[config.mk]
export PLATFORM = sky130hd
export DESIGN_NAME = pmwc_top
export DESIGN_NICKNAME = d
export VERILOG_FILES = /design/src/shared/pmwc_pkg.sv /design/src/shared/pmwc_evt_if.sv /design/src/hdl/pmwc_edge_sync.sv /design/src/hdl/pmwc_top.sv
export SDC_FILE = /design/constraint.sdc
export NUM_CORES = 1
export LEC_CHECK = 0
export BUFFER_PORTS_ARGS = -buffer_cell sky130_fd_sc_hd__buf_2
export CAP_MARGIN = 20
export CORE_MARGIN = 2
export CORE_UTILIZATION = 29
export CTS_CLUSTER_DIAMETER = 150
export DETAILED_ROUTE_END_ITERATION = 16
export PLACE_DENSITY = 0.53
export SKIP_LAST_GASP = 1
export SYNTH_ARGS = -nofsm -noshare
export SYNTH_HDL_FRONTEND = slang
export SYNTH_SLANG_ARGS = --single-unit
[constraint.sdc]
create_clock -name i_clk -period 1.6 [get_ports i_clk]
set_input_delay 0.08 -clock i_clk [delete_from_list [all_inputs] [get_ports i_clk]]
set_output_delay 0.08 -clock i_clk [all_outputs]
set_load 0.01 [all_outputs]
[src/shared/pmwc_pkg.sv]
/*
  Constants for the power mode and wake-up control block: register
  addresses, bit positions, reset values and timing.
  Assumes an 8-bit special function register bus with a page selector.
*/
package pmwc_pkg;

  // ==========================================================
  // register map
  localparam logic [7:0] PMWC_ADDR_MODE = 8'h87;
  localparam logic [7:0] PMWC_ADDR_WAKE = 8'hb5;
  localparam logic [3:0] PMWC_PAGE_WAKE = 4'h0;

  // ==========================================================
  // wake-config bit positions
  localparam int PMWC_B_SLEEP = 7;
  localparam int PMWC_B_SUSP = 6;
  localparam int PMWC_B_CLEAR = 5;
  localparam int PMWC_B_RESET_PIN_WAKE_FLAG = 4;
  localparam int PMWC_NSRC = 4;

  // ==========================================================
  // mode register bit positions
  localparam int PMWC_B_STOP = 1;
  localparam int PMWC_B_IDLE = 0;
  localparam int PMWC_GP_LO = 2;
  localparam int PMWC_GP_W = 6;

  // ==========================================================
  // reset values and timing
  localparam logic [5:0] PMWC_GP_RST = 6'h00;
  localparam logic [3:0] PMWC_EN_RST = 4'h0;
  localparam logic [1:0] PMWC_BLANK_CYC = 2'h2;

  typedef enum logic [1:0] {
    PMWC_RUN = 2'b00,
    PMWC_LOWP = 2'b01,
    PMWC_WAKE = 2'b11
  } pmwc_state_t;

endpackage

[src/shared/pmwc_evt_if.sv]
/*
  Interface carrying synchronised wake events from the edge stage to
  the main control logic.
  Assumes both ends run on the same system clock.
*/
`timescale 1ns/1ps
interface pmwc_evt_if;
  logic [pmwc_pkg::PMWC_NSRC-1:0] src_evt;
  logic rst_fall;
  modport src (output src_evt, output rst_fall);
  modport dst (input src_evt, input rst_fall);
endinterface

[src/hdl/pmwc_edge_sync.sv]
/*
  Two-flop synchronisers and edge detectors for the wake inputs.
  Assumes raw inputs may change at any time relative to i_clk.
*/
`timescale 1ns/1ps
module pmwc_edge_sync (
  input wire logic i_clk,
  input wire logic i_nrst,
  input wire logic [pmwc_pkg::PMWC_NSRC-1:0] i_src,
  input wire logic i_rst_pin,
  pmwc_evt_if.src evt
);
  localparam int W = pmwc_pkg::PMWC_NSRC + 1;
  logic [W-1:0] s1_reg;
  logic [W-1:0] s2_reg;
  logic [W-1:0] s3_reg;

  // ==========================================================
  // synchronise; third stage only feeds edge detection
  always_ff @(posedge i_clk or negedge i_nrst) begin
    if (!i_nrst) begin
      s1_reg <= '0;
      s2_reg <= '0;
      s3_reg <= '0;
    end else begin
      s1_reg <= {i_rst_pin, i_src};
      s2_reg <= s1_reg;
      s3_reg <= s2_reg;
    end
  end

  // sources wake on rising edge; reset pin on falling edge
  assign evt.src_evt = s2_reg[W-2:0] & ~s3_reg[W-2:0];
  assign evt.rst_fall = ~s2_reg[W-1] & s3_reg[W-1];
endmodule

[src/hdl/pmwc_top.sv]
/*
  Power mode select and wake-up control: mode register, wake-config
  register, wake flags and low power state sequencing.
  Assumes a CPU register bus with one-cycle write and read strobes and
  a page selector; event inputs are asynchronous.
*/
`timescale 1ns/1ps
module pmwc_top (
  input wire logic i_clk,
  input wire logic i_nrst,
  input wire logic [7:0] i_addr,
  input wire logic [3:0] i_page,
  input wire logic i_wr,
  input wire logic i_rd,
  input wire logic [7:0] i_wdata,
  output logic [7:0] o_rdata,
  output logic o_hit,
  input wire logic i_osc_fail,
  input wire logic i_rtc_alarm,
  input wire logic i_port_match,
  input wire logic i_cmp_out,
  input wire logic i_rst_pin,
  output logic o_sleep,
  output logic o_suspend,
  output logic o_clk_gate,
  output logic o_lpo_keep_on,
  output logic o_stop_pulse,
  output logic o_idle_pulse
);
  pmwc_evt_if evt_bus ();
  pmwc_pkg::pmwc_state_t state_reg;
  logic [pmwc_pkg::PMWC_NSRC-1:0] en_reg;
  logic [pmwc_pkg::PMWC_NSRC-1:0] flag_reg;
  logic rst_flag_reg;
  logic sleep_mode_reg;
  logic [pmwc_pkg::PMWC_GP_W-1:0] gp_reg;
  logic [1:0] blank_reg;
  logic stop_reg;
  logic idle_reg;
  logic wr_mode;
  logic wr_wake;
  logic any_flag;
  logic wake_hit;
  logic lp_req;
  logic [3:0] srcs_raw;

  // ==========================================================
  // address decode, shared by read and write paths
  function automatic logic is_wake(input logic [7:0] a, input logic [3:0] p);
    is_wake = (a == pmwc_pkg::PMWC_ADDR_WAKE) && (p == pmwc_pkg::PMWC_PAGE_WAKE);
  endfunction

  function automatic logic is_mode(input logic [7:0] a);
    is_mode = (a == pmwc_pkg::PMWC_ADDR_MODE);
  endfunction

  assign wr_mode = i_wr && is_mode(i_addr);
  assign wr_wake = i_wr && is_wake(i_addr, i_page);
  assign srcs_raw = {i_osc_fail, i_rtc_alarm, i_port_match, i_cmp_out};

  pmwc_edge_sync u_sync (
    .i_clk(i_clk),
    .i_nrst(i_nrst),
    .i_src(srcs_raw),
    .i_rst_pin(i_rst_pin),
    .evt(evt_bus.src)
  );

  // ==========================================================
  // wake flags and combined status
  assign any_flag = rst_flag_reg || (|flag_reg);
  // enabled source or reset pin ends low power
  assign wake_hit = (|(evt_bus.src_evt & en_reg)) || evt_bus.rst_fall;
  assign lp_req = wr_wake &&
    (i_wdata[pmwc_pkg::PMWC_B_SLEEP] || i_wdata[pmwc_pkg::PMWC_B_SUSP]);

  // source flags: events always set flags 1 to 3, set beats clear-all
  // comparator flag only records a comparator-caused wake
  always_ff @(posedge i_clk or negedge i_nrst) begin
    if (!i_nrst) begin
      flag_reg <= '0;
    end else begin
      for (int i = 1; i < pmwc_pkg::PMWC_NSRC; i++) begin
        if (evt_bus.src_evt[i]) begin
          flag_reg[i] <= 1'b1;
        end else if (wr_wake && i_wdata[pmwc_pkg::PMWC_B_CLEAR]) begin
          flag_reg[i] <= 1'b0;
        end
      end
      if (evt_bus.src_evt[0] && en_reg[0] && state_reg == pmwc_pkg::PMWC_LOWP) begin
        flag_reg[0] <= 1'b1;
      end else if (wr_wake && i_wdata[pmwc_pkg::PMWC_B_CLEAR]) begin
        flag_reg[0] <= 1'b0;
      end
    end
  end

  // reset pin flag, hardware set only, software write cannot set it
  always_ff @(posedge i_clk or negedge i_nrst) begin
    if (!i_nrst) begin
      rst_flag_reg <= 1'b0;
    end else if (evt_bus.rst_fall) begin
      rst_flag_reg <= 1'b1;
    end else if (wr_wake && i_wdata[pmwc_pkg::PMWC_B_CLEAR]) begin
      rst_flag_reg <= 1'b0;
    end
  end

  // ==========================================================
  // enables: written on every wake-config write, rearmed by the
  // same write that enters low power
  always_ff @(posedge i_clk or negedge i_nrst) begin
    if (!i_nrst) begin
      en_reg <= pmwc_pkg::PMWC_EN_RST;
    end else if (wr_wake) begin
      en_reg <= i_wdata[pmwc_pkg::PMWC_NSRC-1:0];
    end
  end

  // ==========================================================
  // low power sequencer
  always_ff @(posedge i_clk or negedge i_nrst) begin
    if (!i_nrst) begin
      state_reg <= pmwc_pkg::PMWC_RUN;
      sleep_mode_reg <= 1'b0;
    end else begin
      unique case (state_reg)
        pmwc_pkg::PMWC_RUN: begin
          // pending flags veto entry; clear-all in the same write does not help
          if (lp_req && !any_flag) begin
            state_reg <= pmwc_pkg::PMWC_LOWP;
            sleep_mode_reg <= i_wdata[pmwc_pkg::PMWC_B_SLEEP];
          end
        end
        pmwc_pkg::PMWC_LOWP: begin
          if (wake_hit) begin
            state_reg <= pmwc_pkg::PMWC_WAKE;
          end
        end
        pmwc_pkg::PMWC_WAKE: begin
          if (blank_reg == 2'h1) begin
            state_reg <= pmwc_pkg::PMWC_RUN;
            sleep_mode_reg <= 1'b0;
          end
        end
        default: begin
          state_reg <= pmwc_pkg::PMWC_RUN;
        end
      endcase
    end
  end

  // read blanking counter after wake
  always_ff @(posedge i_clk or negedge i_nrst) begin
    if (!i_nrst) begin
      blank_reg <= '0;
    end else if (state_reg == pmwc_pkg::PMWC_LOWP && wake_hit) begin
      blank_reg <= pmwc_pkg::PMWC_BLANK_CYC;
    end else if (blank_reg != '0) begin
      blank_reg <= blank_reg - 2'h1;
    end
  end

  assign o_sleep = (state_reg == pmwc_pkg::PMWC_LOWP) && sleep_mode_reg;
  assign o_suspend = (state_reg == pmwc_pkg::PMWC_LOWP) && !sleep_mode_reg;
  assign o_clk_gate = (state_reg == pmwc_pkg::PMWC_LOWP);
  assign o_lpo_keep_on = any_flag;

  // ==========================================================
  // mode register: general bits plus stop and idle strobes
  always_ff @(posedge i_clk or negedge i_nrst) begin
    if (!i_nrst) begin
      gp_reg <= pmwc_pkg::PMWC_GP_RST;
    end else if (wr_mode) begin
      gp_reg <= i_wdata[pmwc_pkg::PMWC_GP_LO +: pmwc_pkg::PMWC_GP_W];
    end
  end

  always_ff @(posedge i_clk or negedge i_nrst) begin
    if (!i_nrst) begin
      stop_reg <= 1'b0;
      idle_reg <= 1'b0;
    end else begin
      stop_reg <= wr_mode && i_wdata[pmwc_pkg::PMWC_B_STOP];
      idle_reg <= wr_mode && i_wdata[pmwc_pkg::PMWC_B_IDLE];
    end
  end

  assign o_stop_pulse = stop_reg;
  assign o_idle_pulse = idle_reg;

  // ==========================================================
  // read data, registered; strobe bits read zero
  always_ff @(posedge i_clk or negedge i_nrst) begin
    if (!i_nrst) begin
      o_rdata <= '0;
      o_hit <= 1'b0;
    end else begin
      o_hit <= i_rd && (is_mode(i_addr) || is_wake(i_addr, i_page));
      if (i_rd && is_mode(i_addr)) begin
        o_rdata <= {gp_reg, 2'b00};
      end else if (i_rd && is_wake(i_addr, i_page)) begin
        // flags hidden while the unit settles after a wake
        o_rdata <= (blank_reg != '0 || state_reg == pmwc_pkg::PMWC_WAKE) ? 8'h00 :
          {3'b000, rst_flag_reg, flag_reg};
      end else begin
        o_rdata <= '0;
      end
    end
  end

  // ==========================================================
  // checks
  flag_veto_a: assert property (@(posedge i_clk) disable iff (!i_nrst)
    (state_reg == pmwc_pkg::PMWC_RUN && any_flag) |=> state_reg != pmwc_pkg::PMWC_LOWP)
    else $error("entered low power with a flag set");
  rst_wake_a: assert property (@(posedge i_clk) disable iff (!i_nrst)
    (state_reg == pmwc_pkg::PMWC_LOWP && evt_bus.rst_fall) |=> !o_clk_gate ##1 rst_flag_reg)
    else $error("reset pin edge did not wake");
  clear_all_a: assert property (@(posedge i_clk) disable iff (!i_nrst)
    (wr_wake && i_wdata[pmwc_pkg::PMWC_B_CLEAR] && !(|evt_bus.src_evt) && !evt_bus.rst_fall)
    |=> !any_flag)
    else $error("clear-all left a flag");
  flag_set_a: assert property (@(posedge i_clk) disable iff (!i_nrst)
    evt_bus.src_evt[1] |=> flag_reg[1])
    else $error("port match flag not set");
  blank_read_a: assert property (@(posedge i_clk) disable iff (!i_nrst)
    (state_reg == pmwc_pkg::PMWC_WAKE && i_rd && is_wake(i_addr, i_page)) |=> o_rdata == 8'h00)
    else $error("flags visible during wake blanking");
  wake_len_a: assert property (@(posedge i_clk) disable iff (!i_nrst)
    (state_reg == pmwc_pkg::PMWC_LOWP && wake_hit) |=>
    state_reg == pmwc_pkg::PMWC_WAKE ##1 state_reg == pmwc_pkg::PMWC_WAKE
    ##1 state_reg == pmwc_pkg::PMWC_RUN)
    else $error("wake blanking length wrong");
  stop_pulse_a: assert property (@(posedge i_clk) disable iff (!i_nrst)
    (wr_mode && i_wdata[pmwc_pkg::PMWC_B_STOP]) |=> o_stop_pulse ##1 !o_stop_pulse || $past(wr_mode))
    else $error("stop strobe wrong");
  gp_keep_a: assert property (@(posedge i_clk) disable iff (!i_nrst)
    wr_mode |=> gp_reg == $past(i_wdata[7:2]))
    else $error("general bits not stored");
  enable_arm_a: assert property (@(posedge i_clk) disable iff (!i_nrst)
    wr_wake |=> en_reg == $past(i_wdata[3:0]))
    else $error("enables not armed");
endmodule

==> metrics.txt <==
hpwl dp=between 2000 and 3000 um; Achievable Freq=roughly 600 MHz; area leader, netlist=dfrtp_1; DRC=0; Post-Syn Nets=between 150 and 200; ratio of cells with drive above 1 in the final layout=between 40 and 50%; post-synthesis cell count=around 120; Post-Syn Area per Cell=14.0 um^2; Clk network pwr share=slightly below 40%; number of flip-flops in the largest register=8; die width=80.8 um; skew final=0.00250 ns; total wire length=3360 um; initial antenna violation count=0; crit path launch=flag_reg[3]; clock sink total=46; Reg2Reg Setup Slack=-0.06 ns; register area=about 1200 um^2; H-tree Lvls=2; Core Util, Final=a little over 40%; DIE AREA=6530 um^2; Final Hold Viols=0; share of flip-flops with an asynchronous set or reset=100%; mux cell area share after synthesis=about 8.1%; All-Layer GR Usage=approximately 11%; NetSw=453 uW; number of global-route vias before repair=approximately 1200; VDD IR max=0.000437 V; Reg2Reg Depth=5; Max-Cap Viols=0; RSZ-0062 raised after global routing=yes; compound-cell area share of the yosys netlist=under 10%; NumNets Final=222; total vias in the final route=between 1000 and 1500; pwr/cell area=935 nW/um^2; initial DRC count=59; Syn. warnings=0; Comb pwr share=approximately 4.6%; post-synth top area share=between 60% and 70%; Cell variety after synth=32; CP endpoint kind=primary output; Multi-input gate area=between 500 and 600 um^2; adder-cell share of the synthesized area=1.46%; number of flops mapped to enable cells by yosys=0; Buf/Inv on CP=3; cell mode on critical path=buf_6; hold path depth=2; most common cell in the netlist=dfrtp_1; Yosys reg bits=46; fin crit period=1.67 ns; first-pass GRT wire length=between 5000 and 6000 um; headroom to the max-slew limit=a little under three quarters; TritonRoute pass-1 iters=4; Congestion Overflow GR=0; Main synth FF type=dfrtp_1; final setup vio count=2; GP Congestion=approximately 0.76; Rows=27; CP max stage delay=around 0.54 ns; Setup Total Neg Slack=-0.131 ns; Avg WL per Cell=~13 um; violated checks=negative setup slack; CP required=approximately 1.5 ns; clk_lat worst skew=0.30 ns; status=finished, violations left; RR Endpoint=sleep_mode_reg; clock transition at the registers of the reported paths=approximately 0.09 ns; final hold slack=around 0.014 ns; switch share=a little over a fifth; pre-CTS WS=roughly 0.050 ns; Ant. Diodes=0; ANT nets after route=0; beginning of the worst hold path=i_wdata[0]; CP max FO=2; startpoint types=register; synthesized-area fraction occupied by and/or/nand/nor cells=a little over an eighth; Arr. time, crit path=~1.6 ns; WS Path Type=register to primary output; period utilisation layout=104%; CP top delay family=simple AND/OR/NAND/NOR gates; hold crit path type=primary input to register; fin worst setup slack=-0.0663 ns; Layout area overhead=34.8%; Max Buffers Root-to-Sink=2; Slew @ Worst Pin=0.423 ns; largest net degree at the start of global routing=19; XOR/XNOR Fraction of Synth Area=0.512%; Die Y=80.8 um; # IOs=44; Port Buffers=between 40 and 50; Root Driver=clkbuf_8; filler cell count=approximately 550; Initial Util=between 30 and 40%; CTS tree=built; sink of the worst hold path=o_idle_pulse; Critical R2R Launch=flag_reg[3]; DR vias/cell=4.43; Seq pwr share=around 56%; largest family of logic cells by synthesized area=simple AND/OR/NAND/NOR gates; cells along the critical path=or4_4 -> nor2_4 -> buf_6 -> inv_2 -> buf_6; register area share after synthesis=67.3%; CP max-delay cell=or4_4; core area=between 5000 and 6000 um^2; Cell Area, Synth=between 1500 and 2000 um^2; leakage=0.00117 uW; most common library cells after synthesis=dfrtp_1, mux2_2, and2_1; Int Power=1700 uW; CTS buffer count=5; synth top area cells=dfrtp_1, mux2_2, and2_1; Slew Viols, Final=0
-- final cells by class --
class	instances	area share [%]
clock buffers	5	2.98
clock inverters	3	1.95
inverters	8	1.30
multi-input cells	67	22.8
flip-flops and latches	46	49.9
well taps	72	3.90
repair buffers	63	17.2
-- stage by stage --
| step | instances | total power (uW) | area (um^2) |
|---|---|---|---|
| CTS | 262 | 2190 | 2290 |
| global placement | 244 | 1310 | 2070 |
| global route | 264 | 2270 | 2310 |
| detailed placement | 244 | 1310 | 2070 |
| floorplan | 122 | 1240 | 1710 |
| finish | 264 | 2160 | 2310 |
-- power by group through the flow --
stage	Combinational, uW	Clock (uW)	Sequential, uW
final	98.8	859	1200
after global routing	112	951	1200
after CTS	102	885	1200
after detailed placement	88.1	0	1220
after global placement	84.4	0	1220
after floorplan	20.1	0	1220
-- per-layer routing --
layer,part of all wire (%),GRT usage (%),vias up
met2,43,17.5,41
met3,8.4,4.44,6
met5,0,0,-
li1,-,-,558
met1,47,14.5,564
met4,1.6,3.56,0
-- layout by cell type (no fill, tap or decap), drive strengths merged, types with 2 or more instances in the layout --
master / netlist / final
a22o: 6 / 6
nor2: 8 / 8
nand2: 8 / 8
ha: 2 / 2
clkbuf: 0 / 5
and3b: 2 / 2
inv: 8 / 8
a31oi: 3 / 3
dlygate4sd3: 0 / 7
dfrtp: 46 / 46
mux2: 12 / 12
and2: 9 / 9
clkinvlp: 0 / 2
buf: 1 / 56
-- repair_timing --
item | CTS | global route
hold buffers | 7 | 0
gates resized for setup | 3 | 1
setup buffers | 3 | 2
pin swaps | 2 | 2
endpoints found under the setup margin | 1 | 2
hold endpoints to repair | 19 | 0
-- worst max-delay path by stage --
stage,endpoint,slack (ns),cells after the start
2_1_floorplan,sleep_mode_reg,0.06,4
5_1_grt,o_lpo_keep_on,-0.12,5
6_report,o_lpo_keep_on,-0.07,5
3_5_place_dp,sleep_mode_reg,0.05,4
3_3_place_gp,sleep_mode_reg,0.06,4
4_1_cts,o_lpo_keep_on,-0.09,5
-- logic make-up (layout without fill, tap and decap cells) --
kind of cell               count (synthesis)  in the layout
AOI/OAI and AO/OA                         15             15
xor gates and xnor gates                   1              1
adders and majority gates                  2              2
and+or+nand+nor                           37             37
buffers and inverters                      9             79
DFF                                       46             46
muxes                                     12             12
Power figures use the tool's default switching activity.
